<file path="src/rtl/sdac_defs.vh">
// Purpose: constants for the sigma-delta converter control block
// Assumes: 50 MHz system clock, register port with one-cycle read latency
// Notes: offsets are word indices on the plain register port
`ifndef SDAC_DEFS_VH
`define SDAC_DEFS_VH
`define SDAC_AW            4
`define SDAC_REG_CONFIG    4'h0
`define SDAC_REG_MUX       4'h1
`define SDAC_REG_RESULT    4'h2
`define SDAC_REG_STATUS    4'h3
`define SDAC_REG_INT_EN    4'h4
`define SDAC_REG_INT_CLR   4'h5
`define SDAC_REG_OFFSET    4'h6
`define SDAC_REG_GAIN      4'h7
`define SDAC_REG_ROUTE     4'h8
`define SDAC_REG_CMD       4'h9
// config fields
`define SDAC_CFG_RATE_LSB  0
`define SDAC_CFG_GAIN_LSB  3
`define SDAC_CFG_BIPOLAR   5
`define SDAC_CFG_CONT      6
`define SDAC_CFG_SWAP      7
`define SDAC_CFG_REFBUF    8
`define SDAC_CFG_INT_POL   9
`define SDAC_CFG_RESET     16'h0000
// status bits
`define SDAC_ST_READY      0
`define SDAC_ST_RANGE      1
`define SDAC_ST_CALDONE    2
`define SDAC_INT_EN_RESET  3'h1
// command bits
`define SDAC_CMD_START     0
`define SDAC_CMD_ZCAL      1
`define SDAC_CMD_FCAL      2
`define SDAC_CMD_STOP      3
// calibration defaults
`define SDAC_OFFSET_RESET  16'h0000
`define SDAC_GAIN_RESET    16'h8000
// timing
`define SDAC_CLK_HZ        50000000
`define SDAC_SETTLE_PERIODS 3'd4
`define SDAC_NUM_RATES     8
`endif

</file>
<file path="src/rtl/sdac_filter.v">
// Purpose: decimation-rate timer and digital gain stage of the converter path
// Assumes: raw modulator-filter words arrive as signed 16-bit samples
// Notes: gain is a sign-extended left shift; four guard bits keep x8 exact
`default_nettype none
module sdac_filter #(
  parameter WIDTH = 16
) (
  input  wire             clock_in,
  input  wire             rst_in,
  input  wire             run_in,
  input  wire [31:0]      period_in,
  input  wire [1:0]       gain_in,
  input  wire [WIDTH-1:0] raw_in,
  output reg              tick_out,
  output reg  [WIDTH+3:0] scaled_out
);
  reg [31:0] count;

  always @(posedge clock_in)
  begin
    if (rst_in || !run_in)
    begin
      count      <= 32'h0;
      tick_out   <= 1'b0;
      scaled_out <= {(WIDTH+4){1'b0}};
    end
    else
    begin
      tick_out <= 1'b0;
      if (count >= period_in - 32'h1)
      begin
        count      <= 32'h0;
        tick_out   <= 1'b1;
        // gain applied digitally in the filter output path
        scaled_out <= $signed({{4{raw_in[WIDTH-1]}}, raw_in}) <<< gain_in;
      end
      else
        count <= count + 32'h1;
    end
  end
endmodule // sdac_filter
`default_nettype wire

</file>
<file path="src/rtl/sdac_control.v">
// Purpose: register file, conversion sequencing, calibration and result correction
// Assumes: host serial transport is decoded elsewhere onto the register port
// Notes: conversion rate table covers 10 to 477 samples per second
`default_nettype none
`include "sdac_defs.vh"
// Behaviour
// - gain of one, two, four or eight is chosen by a two-bit field the host writes.
// - the gain is a digital scaling inside the filter path.
// - a status flag is set whenever a result passes the positive or negative range limit.
// - a single conversion waits four filter output periods before delivering a result.
// - continuous conversion rate is programmable from 10 to 477 samples per second.
// - unipolar and bipolar modes code the result differently.
// - zero and full-scale calibrations store coefficients that correct every result.
// - offset and gain coefficient registers are readable and writable by the host.
// - the offset coefficient may shift results positive to avoid unipolar clipping.
// - conversion-done can be routed to the interrupt pin or any user pin.
// - two ten-to-one selectors pick the positive and negative converter inputs.
// - the reference buffer is off after reset until the host enables it.
// - all configuration and readback pass over the host register port.
// - each selector has a four-bit field and a swap bit exchanges the two outputs.
// - after reset the ready interrupt source is unmasked and the interrupt is active high.
module sdac_control #(
  parameter WIDTH  = 16,
  parameter CLK_HZ = `SDAC_CLK_HZ
) (
  input  wire             clock_in,
  input  wire             rst_in,
  input  wire [3:0]       addr_in,
  input  wire [15:0]      wdata_in,
  input  wire             write_in,
  input  wire             read_in,
  output reg  [15:0]      rdata_out,
  input  wire [WIDTH-1:0] raw_in,
  output reg              int_out,
  output reg  [3:0]       user_io_pin_out,
  output reg  [3:0]       mux_pos_out,
  output reg  [3:0]       mux_neg_out,
  output reg              refbuf_en_out,
  output reg              converting_out
);
  localparam ST_IDLE   = 2'h0;
  localparam ST_SINGLE = 2'h1;
  localparam ST_CONT   = 2'h2;
  localparam ST_CAL    = 2'h3;

  reg [15:0] config_reg;
  reg [3:0]  positive_input_select;
  reg [3:0]  negative_input_select;
  reg [15:0] result;
  reg [2:0]  status;
  reg [2:0]  int_en;
  reg [15:0] offset_coef;
  reg [15:0] gain_coef;
  reg [2:0]  route;
  reg [1:0]  state;
  reg [2:0]  settle;
  reg        cal_full;
  reg        next_ready;
  reg        next_range;
  reg        next_caldone;
  reg [15:0] next_result;
  reg        irq_level;

  wire [1:0]  gain_select = config_reg[`SDAC_CFG_GAIN_LSB+1:`SDAC_CFG_GAIN_LSB];
  wire [2:0]  rate_sel    = config_reg[`SDAC_CFG_RATE_LSB+2:`SDAC_CFG_RATE_LSB];
  wire        bipolar     = config_reg[`SDAC_CFG_BIPOLAR];
  wire        input_swap_bit = config_reg[`SDAC_CFG_SWAP];
  wire        tick;
  wire [WIDTH+3:0] scaled;
  wire        cmd_wr      = write_in && addr_in == `SDAC_REG_CMD;

  // rates in samples per second; one entry per three-bit code
  function [31:0] rate_period;
    input [2:0] sel;
    reg   [31:0] sps;
    begin
      sps = 32'd10;
      case (sel)
        3'h0: sps = 32'd10;
        3'h1: sps = 32'd20;
        3'h2: sps = 32'd40;
        3'h3: sps = 32'd60;
        3'h4: sps = 32'd120;
        3'h5: sps = 32'd240;
        3'h6: sps = 32'd400;
        default: sps = 32'd477;
      endcase
      rate_period = CLK_HZ / sps;
    end
  endfunction

  // signed saturation to 16 bits
  function [15:0] sat16;
    input signed [35:0] v;
    begin
      if (v > 36'sh00007fff)
        sat16 = 16'h7fff;
      else if (v < -36'sh00008000)
        sat16 = 16'h8000;
      else
        sat16 = v[15:0];
    end
  endfunction

  sdac_filter #(
    .WIDTH (WIDTH)
  ) u_filter (
    .clock_in   (clock_in),
    .rst_in     (rst_in),
    .run_in     (state != ST_IDLE),
    .period_in  (rate_period(rate_sel)),
    .gain_in    (gain_select),
    .raw_in     (raw_in),
    .tick_out   (tick),
    .scaled_out (scaled)
  );

  // correction: subtract offset, scale by gain coefficient (0x8000 = unity)
  reg signed [19:0] corr_diff;
  reg signed [36:0] corr_prod;
  reg signed [35:0] corr_val;
  reg               over;
  always @*
  begin
    corr_diff = $signed(scaled) - $signed({{4{offset_coef[15]}}, offset_coef});
    corr_prod = corr_diff * $signed({1'b0, gain_coef});
    corr_val  = $signed(corr_prod[36:1]) >>> 14;
    over      = 1'b0;
    if (bipolar)
    begin
      next_result = sat16(corr_val);
      over = corr_val > 36'sh00007fff || corr_val < -36'sh00008000;
    end
    else if (corr_val < 36'sh0)
    begin
      next_result = 16'h0000;
      over = 1'b1;
    end
    else if (corr_val > 36'sh0000ffff)
    begin
      next_result = 16'hffff;
      over = 1'b1;
    end
    else
      next_result = corr_val[15:0];
  end

  // full-scale gain: unity times full code over the measured span
  wire [35:0] cal_quot = 36'h040000000 / {16'h0000, corr_diff};

  wire result_rd = read_in && addr_in == `SDAC_REG_RESULT;
  wire clr_wr    = write_in && addr_in == `SDAC_REG_INT_CLR;
  wire deliver   = tick && (state == ST_CONT || (state == ST_SINGLE && settle == 3'h0));

  // set beats clear for every sticky bit
  always @*
  begin
    next_ready   = status[`SDAC_ST_READY];
    next_range   = status[`SDAC_ST_RANGE];
    next_caldone = status[`SDAC_ST_CALDONE];
    if (result_rd || (clr_wr && wdata_in[`SDAC_ST_READY]))
      next_ready = 1'b0;
    if (clr_wr && wdata_in[`SDAC_ST_RANGE])
      next_range = 1'b0;
    if (clr_wr && wdata_in[`SDAC_ST_CALDONE])
      next_caldone = 1'b0;
    if (deliver)
    begin
      next_ready = 1'b1;
      if (over)
        next_range = 1'b1;
    end
    if (state == ST_CAL && tick && settle == 3'h0)
      next_caldone = 1'b1;
  end

  always @(posedge clock_in)
  begin
    if (rst_in)
    begin
      config_reg            <= `SDAC_CFG_RESET;
      positive_input_select <= 4'h0;
      negative_input_select <= 4'h0;
      result                <= 16'h0000;
      status                <= 3'h0;
      int_en                <= `SDAC_INT_EN_RESET;
      offset_coef           <= `SDAC_OFFSET_RESET;
      gain_coef             <= `SDAC_GAIN_RESET;
      route                 <= 3'h0;
      state                 <= ST_IDLE;
      settle                <= 3'h0;
      cal_full              <= 1'b0;
      rdata_out             <= 16'h0000;
    end
    else
    begin
      status <= {next_caldone, next_range, next_ready};
      if (write_in)
      begin
        case (addr_in)
          `SDAC_REG_CONFIG: config_reg <= wdata_in;
          `SDAC_REG_MUX:
          begin
            positive_input_select <= wdata_in[3:0];
            negative_input_select <= wdata_in[7:4];
          end
          `SDAC_REG_INT_EN: int_en <= wdata_in[2:0];
          `SDAC_REG_OFFSET: offset_coef <= wdata_in;
          `SDAC_REG_GAIN:   gain_coef <= wdata_in;
          `SDAC_REG_ROUTE:  route <= wdata_in[2:0];
          default: ;
        endcase
      end
      rdata_out <= 16'h0000;
      if (read_in)
      begin
        case (addr_in)
          `SDAC_REG_CONFIG: rdata_out <= config_reg;
          `SDAC_REG_MUX:    rdata_out <= {8'h00, negative_input_select, positive_input_select};
          `SDAC_REG_RESULT: rdata_out <= result;
          `SDAC_REG_STATUS: rdata_out <= {13'h0, status};
          `SDAC_REG_INT_EN: rdata_out <= {13'h0, int_en};
          `SDAC_REG_OFFSET: rdata_out <= offset_coef;
          `SDAC_REG_GAIN:   rdata_out <= gain_coef;
          `SDAC_REG_ROUTE:  rdata_out <= {13'h0, route};
          default:          rdata_out <= 16'h0000;
        endcase
      end
      if (deliver)
        result <= next_result;
      case (state)
        ST_IDLE:
        begin
          settle <= `SDAC_SETTLE_PERIODS - 3'd1;
          if (cmd_wr && wdata_in[`SDAC_CMD_ZCAL])
          begin
            cal_full <= 1'b0;
            state    <= ST_CAL;
          end
          else if (cmd_wr && wdata_in[`SDAC_CMD_FCAL])
          begin
            cal_full <= 1'b1;
            state    <= ST_CAL;
          end
          else if (cmd_wr && wdata_in[`SDAC_CMD_START])
            state <= config_reg[`SDAC_CFG_CONT] ? ST_CONT : ST_SINGLE;
        end
        ST_SINGLE:
          if (cmd_wr && wdata_in[`SDAC_CMD_STOP])
            state <= ST_IDLE;
          else if (tick)
          begin
            if (settle == 3'h0)
              state <= ST_IDLE;
            else
              settle <= settle - 3'h1;
          end
        ST_CONT:
          if (cmd_wr && wdata_in[`SDAC_CMD_STOP])
            state <= ST_IDLE;
        ST_CAL:
          if (cmd_wr && wdata_in[`SDAC_CMD_STOP])
            state <= ST_IDLE;
          else if (tick)
          begin
            if (settle == 3'h0)
            begin
              // zero-scale stores the gain-scaled offset reading; full-scale sets gain so input hits full code
              if (!cal_full)
                offset_coef <= scaled[15:0];
              else if (corr_diff > 20'sh0)
                gain_coef <= (cal_quot > 36'h00000ffff) ? 16'hffff : cal_quot[15:0];
              state <= ST_IDLE;
            end
            else
              settle <= settle - 3'h1;
          end
        default: state <= ST_IDLE;
      endcase
    end
  end

  // output stage: every pin from a flip-flop
  always @*
  begin
    irq_level = |(status & int_en);
  end

  always @(posedge clock_in)
  begin
    if (rst_in)
    begin
      int_out         <= 1'b0;
      user_io_pin_out <= 4'h0;
      mux_pos_out     <= 4'h0;
      mux_neg_out     <= 4'h0;
      refbuf_en_out   <= 1'b0;
      converting_out  <= 1'b0;
    end
    else
    begin
      // ready routes to a user pin instead of the interrupt when a pin is chosen
      int_out <= (route == 3'h0 ? irq_level : |(status[2:1] & int_en[2:1]))
                 ^ config_reg[`SDAC_CFG_INT_POL];
      user_io_pin_out <= 4'h0;
      if (route != 3'h0 && route <= 3'h4)
        user_io_pin_out[route[1:0] - 2'h1] <= status[`SDAC_ST_READY];
      mux_pos_out    <= input_swap_bit ? negative_input_select : positive_input_select;
      mux_neg_out    <= input_swap_bit ? positive_input_select : negative_input_select;
      refbuf_en_out  <= config_reg[`SDAC_CFG_REFBUF];
      converting_out <= state != ST_IDLE;
    end
  end
endmodule // sdac_control
`default_nettype wire

</file>
<file path="config.mk">
export PLATFORM = sky130hd
export DESIGN_NAME = sdac_control
export DESIGN_NICKNAME = d
export VERILOG_FILES = /design/src/rtl/sdac_filter.v /design/src/rtl/sdac_control.v
export VERILOG_INCLUDE_DIRS = /design/src /design/src/rtl
export SDC_FILE = /design/constraint.sdc
export NUM_CORES = 2
export LEC_CHECK = 0
export ABC_AREA = 1
export BUFFER_PORTS_ARGS = -buffer_cell sky130_fd_sc_hd__buf_2
export CAP_MARGIN = 25
export CELL_PAD_IN_SITES_DETAIL_PLACEMENT = 0
export CELL_PAD_IN_SITES_GLOBAL_PLACEMENT = 2
export CORE_MARGIN = 5
export CORE_UTILIZATION = 30
export CTS_CLUSTER_SIZE = 30
export DETAILED_ROUTE_END_ITERATION = 10
export GPL_ROUTABILITY_DRIVEN = 0
export PLACE_DENSITY = 0.73
export SKIP_LAST_GASP = 1
export SYNTH_ARGS = -nofsm -noshare
export SYNTH_HDL_FRONTEND = slang
export SYNTH_HIERARCHICAL = 1
export SYNTH_SLANG_ARGS = --single-unit
</file>
<file path="constraint.sdc">
create_clock -name clock_in -period 84 [get_ports clock_in]
set_clock_uncertainty 0.1 [all_clocks]
set_input_delay 8.4 -clock clock_in [delete_from_list [all_inputs] [get_ports clock_in]]
set_output_delay 8.4 -clock clock_in [all_outputs]
set_load 0.01 [all_outputs]
</file>
==> run metrics <==
DR iter-0 viols=4980; final setup margin=5.570 ns; Final setup violation count=0; DRC violations left=0; CP max-delay cell=o21ai_0; first-pass GRT wire length=449.2 mm; initial cell density of the core=30.22%; largest net degree at the start of global routing=75; Post-Syn Area=73630 sq um; root buffer cell=clkbuf_16; CP Depth=614; commonest cells after routing, fill and taps aside=2764 x nand2_1, 1745 x inv_1, 1156 x nor2_1; synthesized area per cell=6.086 sq um; post-synthesis sequential area ratio=4.622%; worst slack, placed=-0.2286 ns; Synth Register Bits=170; Rows=181; die area=255400 sq um; Regs by FF count=u_filter/count: 32 flops, u_filter/scaled_out: 19 flops; Final Core Density=34.41%; Reg2Reg Launch Point=u_filter/scaled_out[0]$_SDFFE_PP0P_; Worst R2R End=gain_coef[0]$_SDFF_PP0_; CP startpoint kind=register; Synth area leader=nand2_1; Yosys Warn Count=6; Worst EP required=84.29 ns; Hold WC Path Type=register to register; CTS Sinks=170; CP max stage delay=0.44 ns; Crit path max-delay family=compound AO/OA/AOI/OAI gates; maxcap violations=0; Chip Width=505.4 um; commonest non-fill, non-tap cell in the layout=nand2_1; antenna violations before repair=1; dpl cell area=79600 sq um; synth top area cells=nand2_1 14%, ha_1 13%, inv_1 9.1%; Hold Vio Cnt, Final=0; Final Critical Period=78.43 ns; Crit path top cell by count=nand2_1; crit-path max FO=19; vias in the first global route=77820; core area=243700 sq um; Cells after Synth=12100; CTS H-tree depth=4; Total GRT Usage=21.92%; total CTS buffers=17; GR Overflow Total=0; Worst slew margin=27.09%; largest reg by FF count=u_filter/count; crit share post-route=93.37%; drt first pass iters=7; layout cell share with drive strength beyond 1=15.40%; main flop type after synthesis=dfxtp_1; clock slew at reported path FFs=0.09 ns; WS Path Type=register to register; die span in y=505.4 um; clock tree from TritonCTS=yes; post-synth top area share=14.44%; dpl hpwl=236.7 mm; Arrival @ worst endpoint=78.72 ns; CP bufs+invs=87; Max Freq=0.01275 GHz; count of unique library cells instantiated by Yosys=99; Port Buffers=70; status=complete, no violations; top-level I/O count=71; via count=80300; Clk Latency, worst-skew pair=0.48 ns; Post-synth ARST share=0%; Max Slew Vio Count=0; vias per cell=5.102; Worst Setup EP=gain_coef[0]$_SDFF_PP0_; crit path capture type=register; worst r2r path cells=614; WL per Instance=18.86 um; Total Wirelength=296.8 mm; r2r setup slk=5.57 ns; Area growth syn-to-layout=13.87%; Min-Delay Startpoint=config_reg[8]$_SDFFE_PP0P_; Worst Max-Slew Pin Slew=1.092 ns; crit path from=u_filter/scaled_out[0]$_SDFFE_PP0P_; Design Area, Final=83850 sq um; clk buf depth=2; nets@finish=13670; EDFF count, synth=0; flip-flop count of the largest register after layout=32; DRT antenna net count=0
-- stage by stage --
stage / setup TNS (ns) / hold slack, ns / instances
3_5_place_dp: -0.2286 / 0.3492 / 15500
5_1_grt: -1.217 / 0.3786 / 15740
3_3_place_gp: 0 / 0.3454 / 15500
4_1_cts: 0 / 0.3593 / 15530
6_report: 0 / 0.3546 / 15740
2_1_floorplan: 0 / 0.3244 / 12110
-- synth_stat cells (22+ instances only) --
cell type,n
o21ai_1,68
mux2i_1,30
nand2_1,2832
clkbuf_1,162
nand3_2,131
a21oi_1,760
nand4_1,266
xor2_1,379
clkbuf_8,33
clkinv_1,27
a221oi_1,24
buf_6,32
inv_1,1779
o21bai_1,74
nand3_1,777
o22ai_1,26
o31ai_1,22
nor2_2,106
nor2_1,1192
nor4_1,39
ha_1,785
o21ai_0,707
a21o_1,29
nor2_4,33
o211ai_1,55
inv_2,50
fa_1,320
nand2_4,56
nand3b_1,74
buf_2,25
a211oi_1,24
a31oi_1,53
or2_2,76
xnor2_1,279
nand2_2,215
dfxtp_1,170
nor3_1,135
-- how the worst min path moves through the flow --
stage	end	slack (ns)	depth (start not counted)
3_5_place_dp	refbuf_en_out$_SDFF_PP0_	0.35	2
4_1_cts	refbuf_en_out$_SDFF_PP0_	0.36	2
3_3_place_gp	refbuf_en_out$_SDFF_PP0_	0.35	2
2_1_floorplan	refbuf_en_out$_SDFF_PP0_	0.32	2
5_1_grt	refbuf_en_out$_SDFF_PP0_	0.38	2
6_report	refbuf_en_out$_SDFF_PP0_	0.35	2
-- worst reg2reg max path, delay by kind of cell (launching register included) --
family | cells | cell delay (ns)
simple gates | 257 | 26.91
fa+ha+maj | 36 | 9.97
flops | 1 | 0.33
buf+inv | 87 | 8.23
compound gates | 233 | 32.59
xor+xnor | 1 | 0.14
-- area by class of cell --
type	instances	area [sq um]
clock buffers	17	425.4
diodes	2	5.005
flip-flops and latches	170	3406
multi-input cells	9776	63410
repair buffers	684	5261
clock inverters	14	180.2
inverters	1870	7123
repair inverters	4	28.78
fillers	27040	159800
well taps	3202	4006
-- cell families after synthesis --
group | synth area share [%]
flops | 4.622
compound gates | 14.85
xor+xnor | 7.864
mux | 0.4231
other cells | 0.005093
fa+ha+maj | 22.04
buf+inv | 12.22
simple gates | 37.98
-- layer usage --
metal | vias up | GRT usage [%] | part of all wire [%]
li1 | 40260 | - | -
met1 | 38030 | 27.45 | 44
met2 | 1619 | 40.57 | 50
met3 | 390 | 0.9944 | 3.0
met4 | 0 | 6.215 | 3.2
met5 | - | 0 | 0
-- what timing repair did --
| action | in CTS | in global routing |
|---|---|---|
| pin swaps | 2 | 296 |
| resized for setup | 4 | 566 |
| hold buffers | 0 | 0 |
| endpoints found under the setup margin | 1 | 4 |
| gates cloned | 2 | 12 |
| setup buffers | 2 | 191 |
| endpoints found under the hold margin | 0 | 0 |
Power is left out: the tool's default activity adds up to more than one toggle a clock period on the data nets, which glitch-free logic cannot reach.
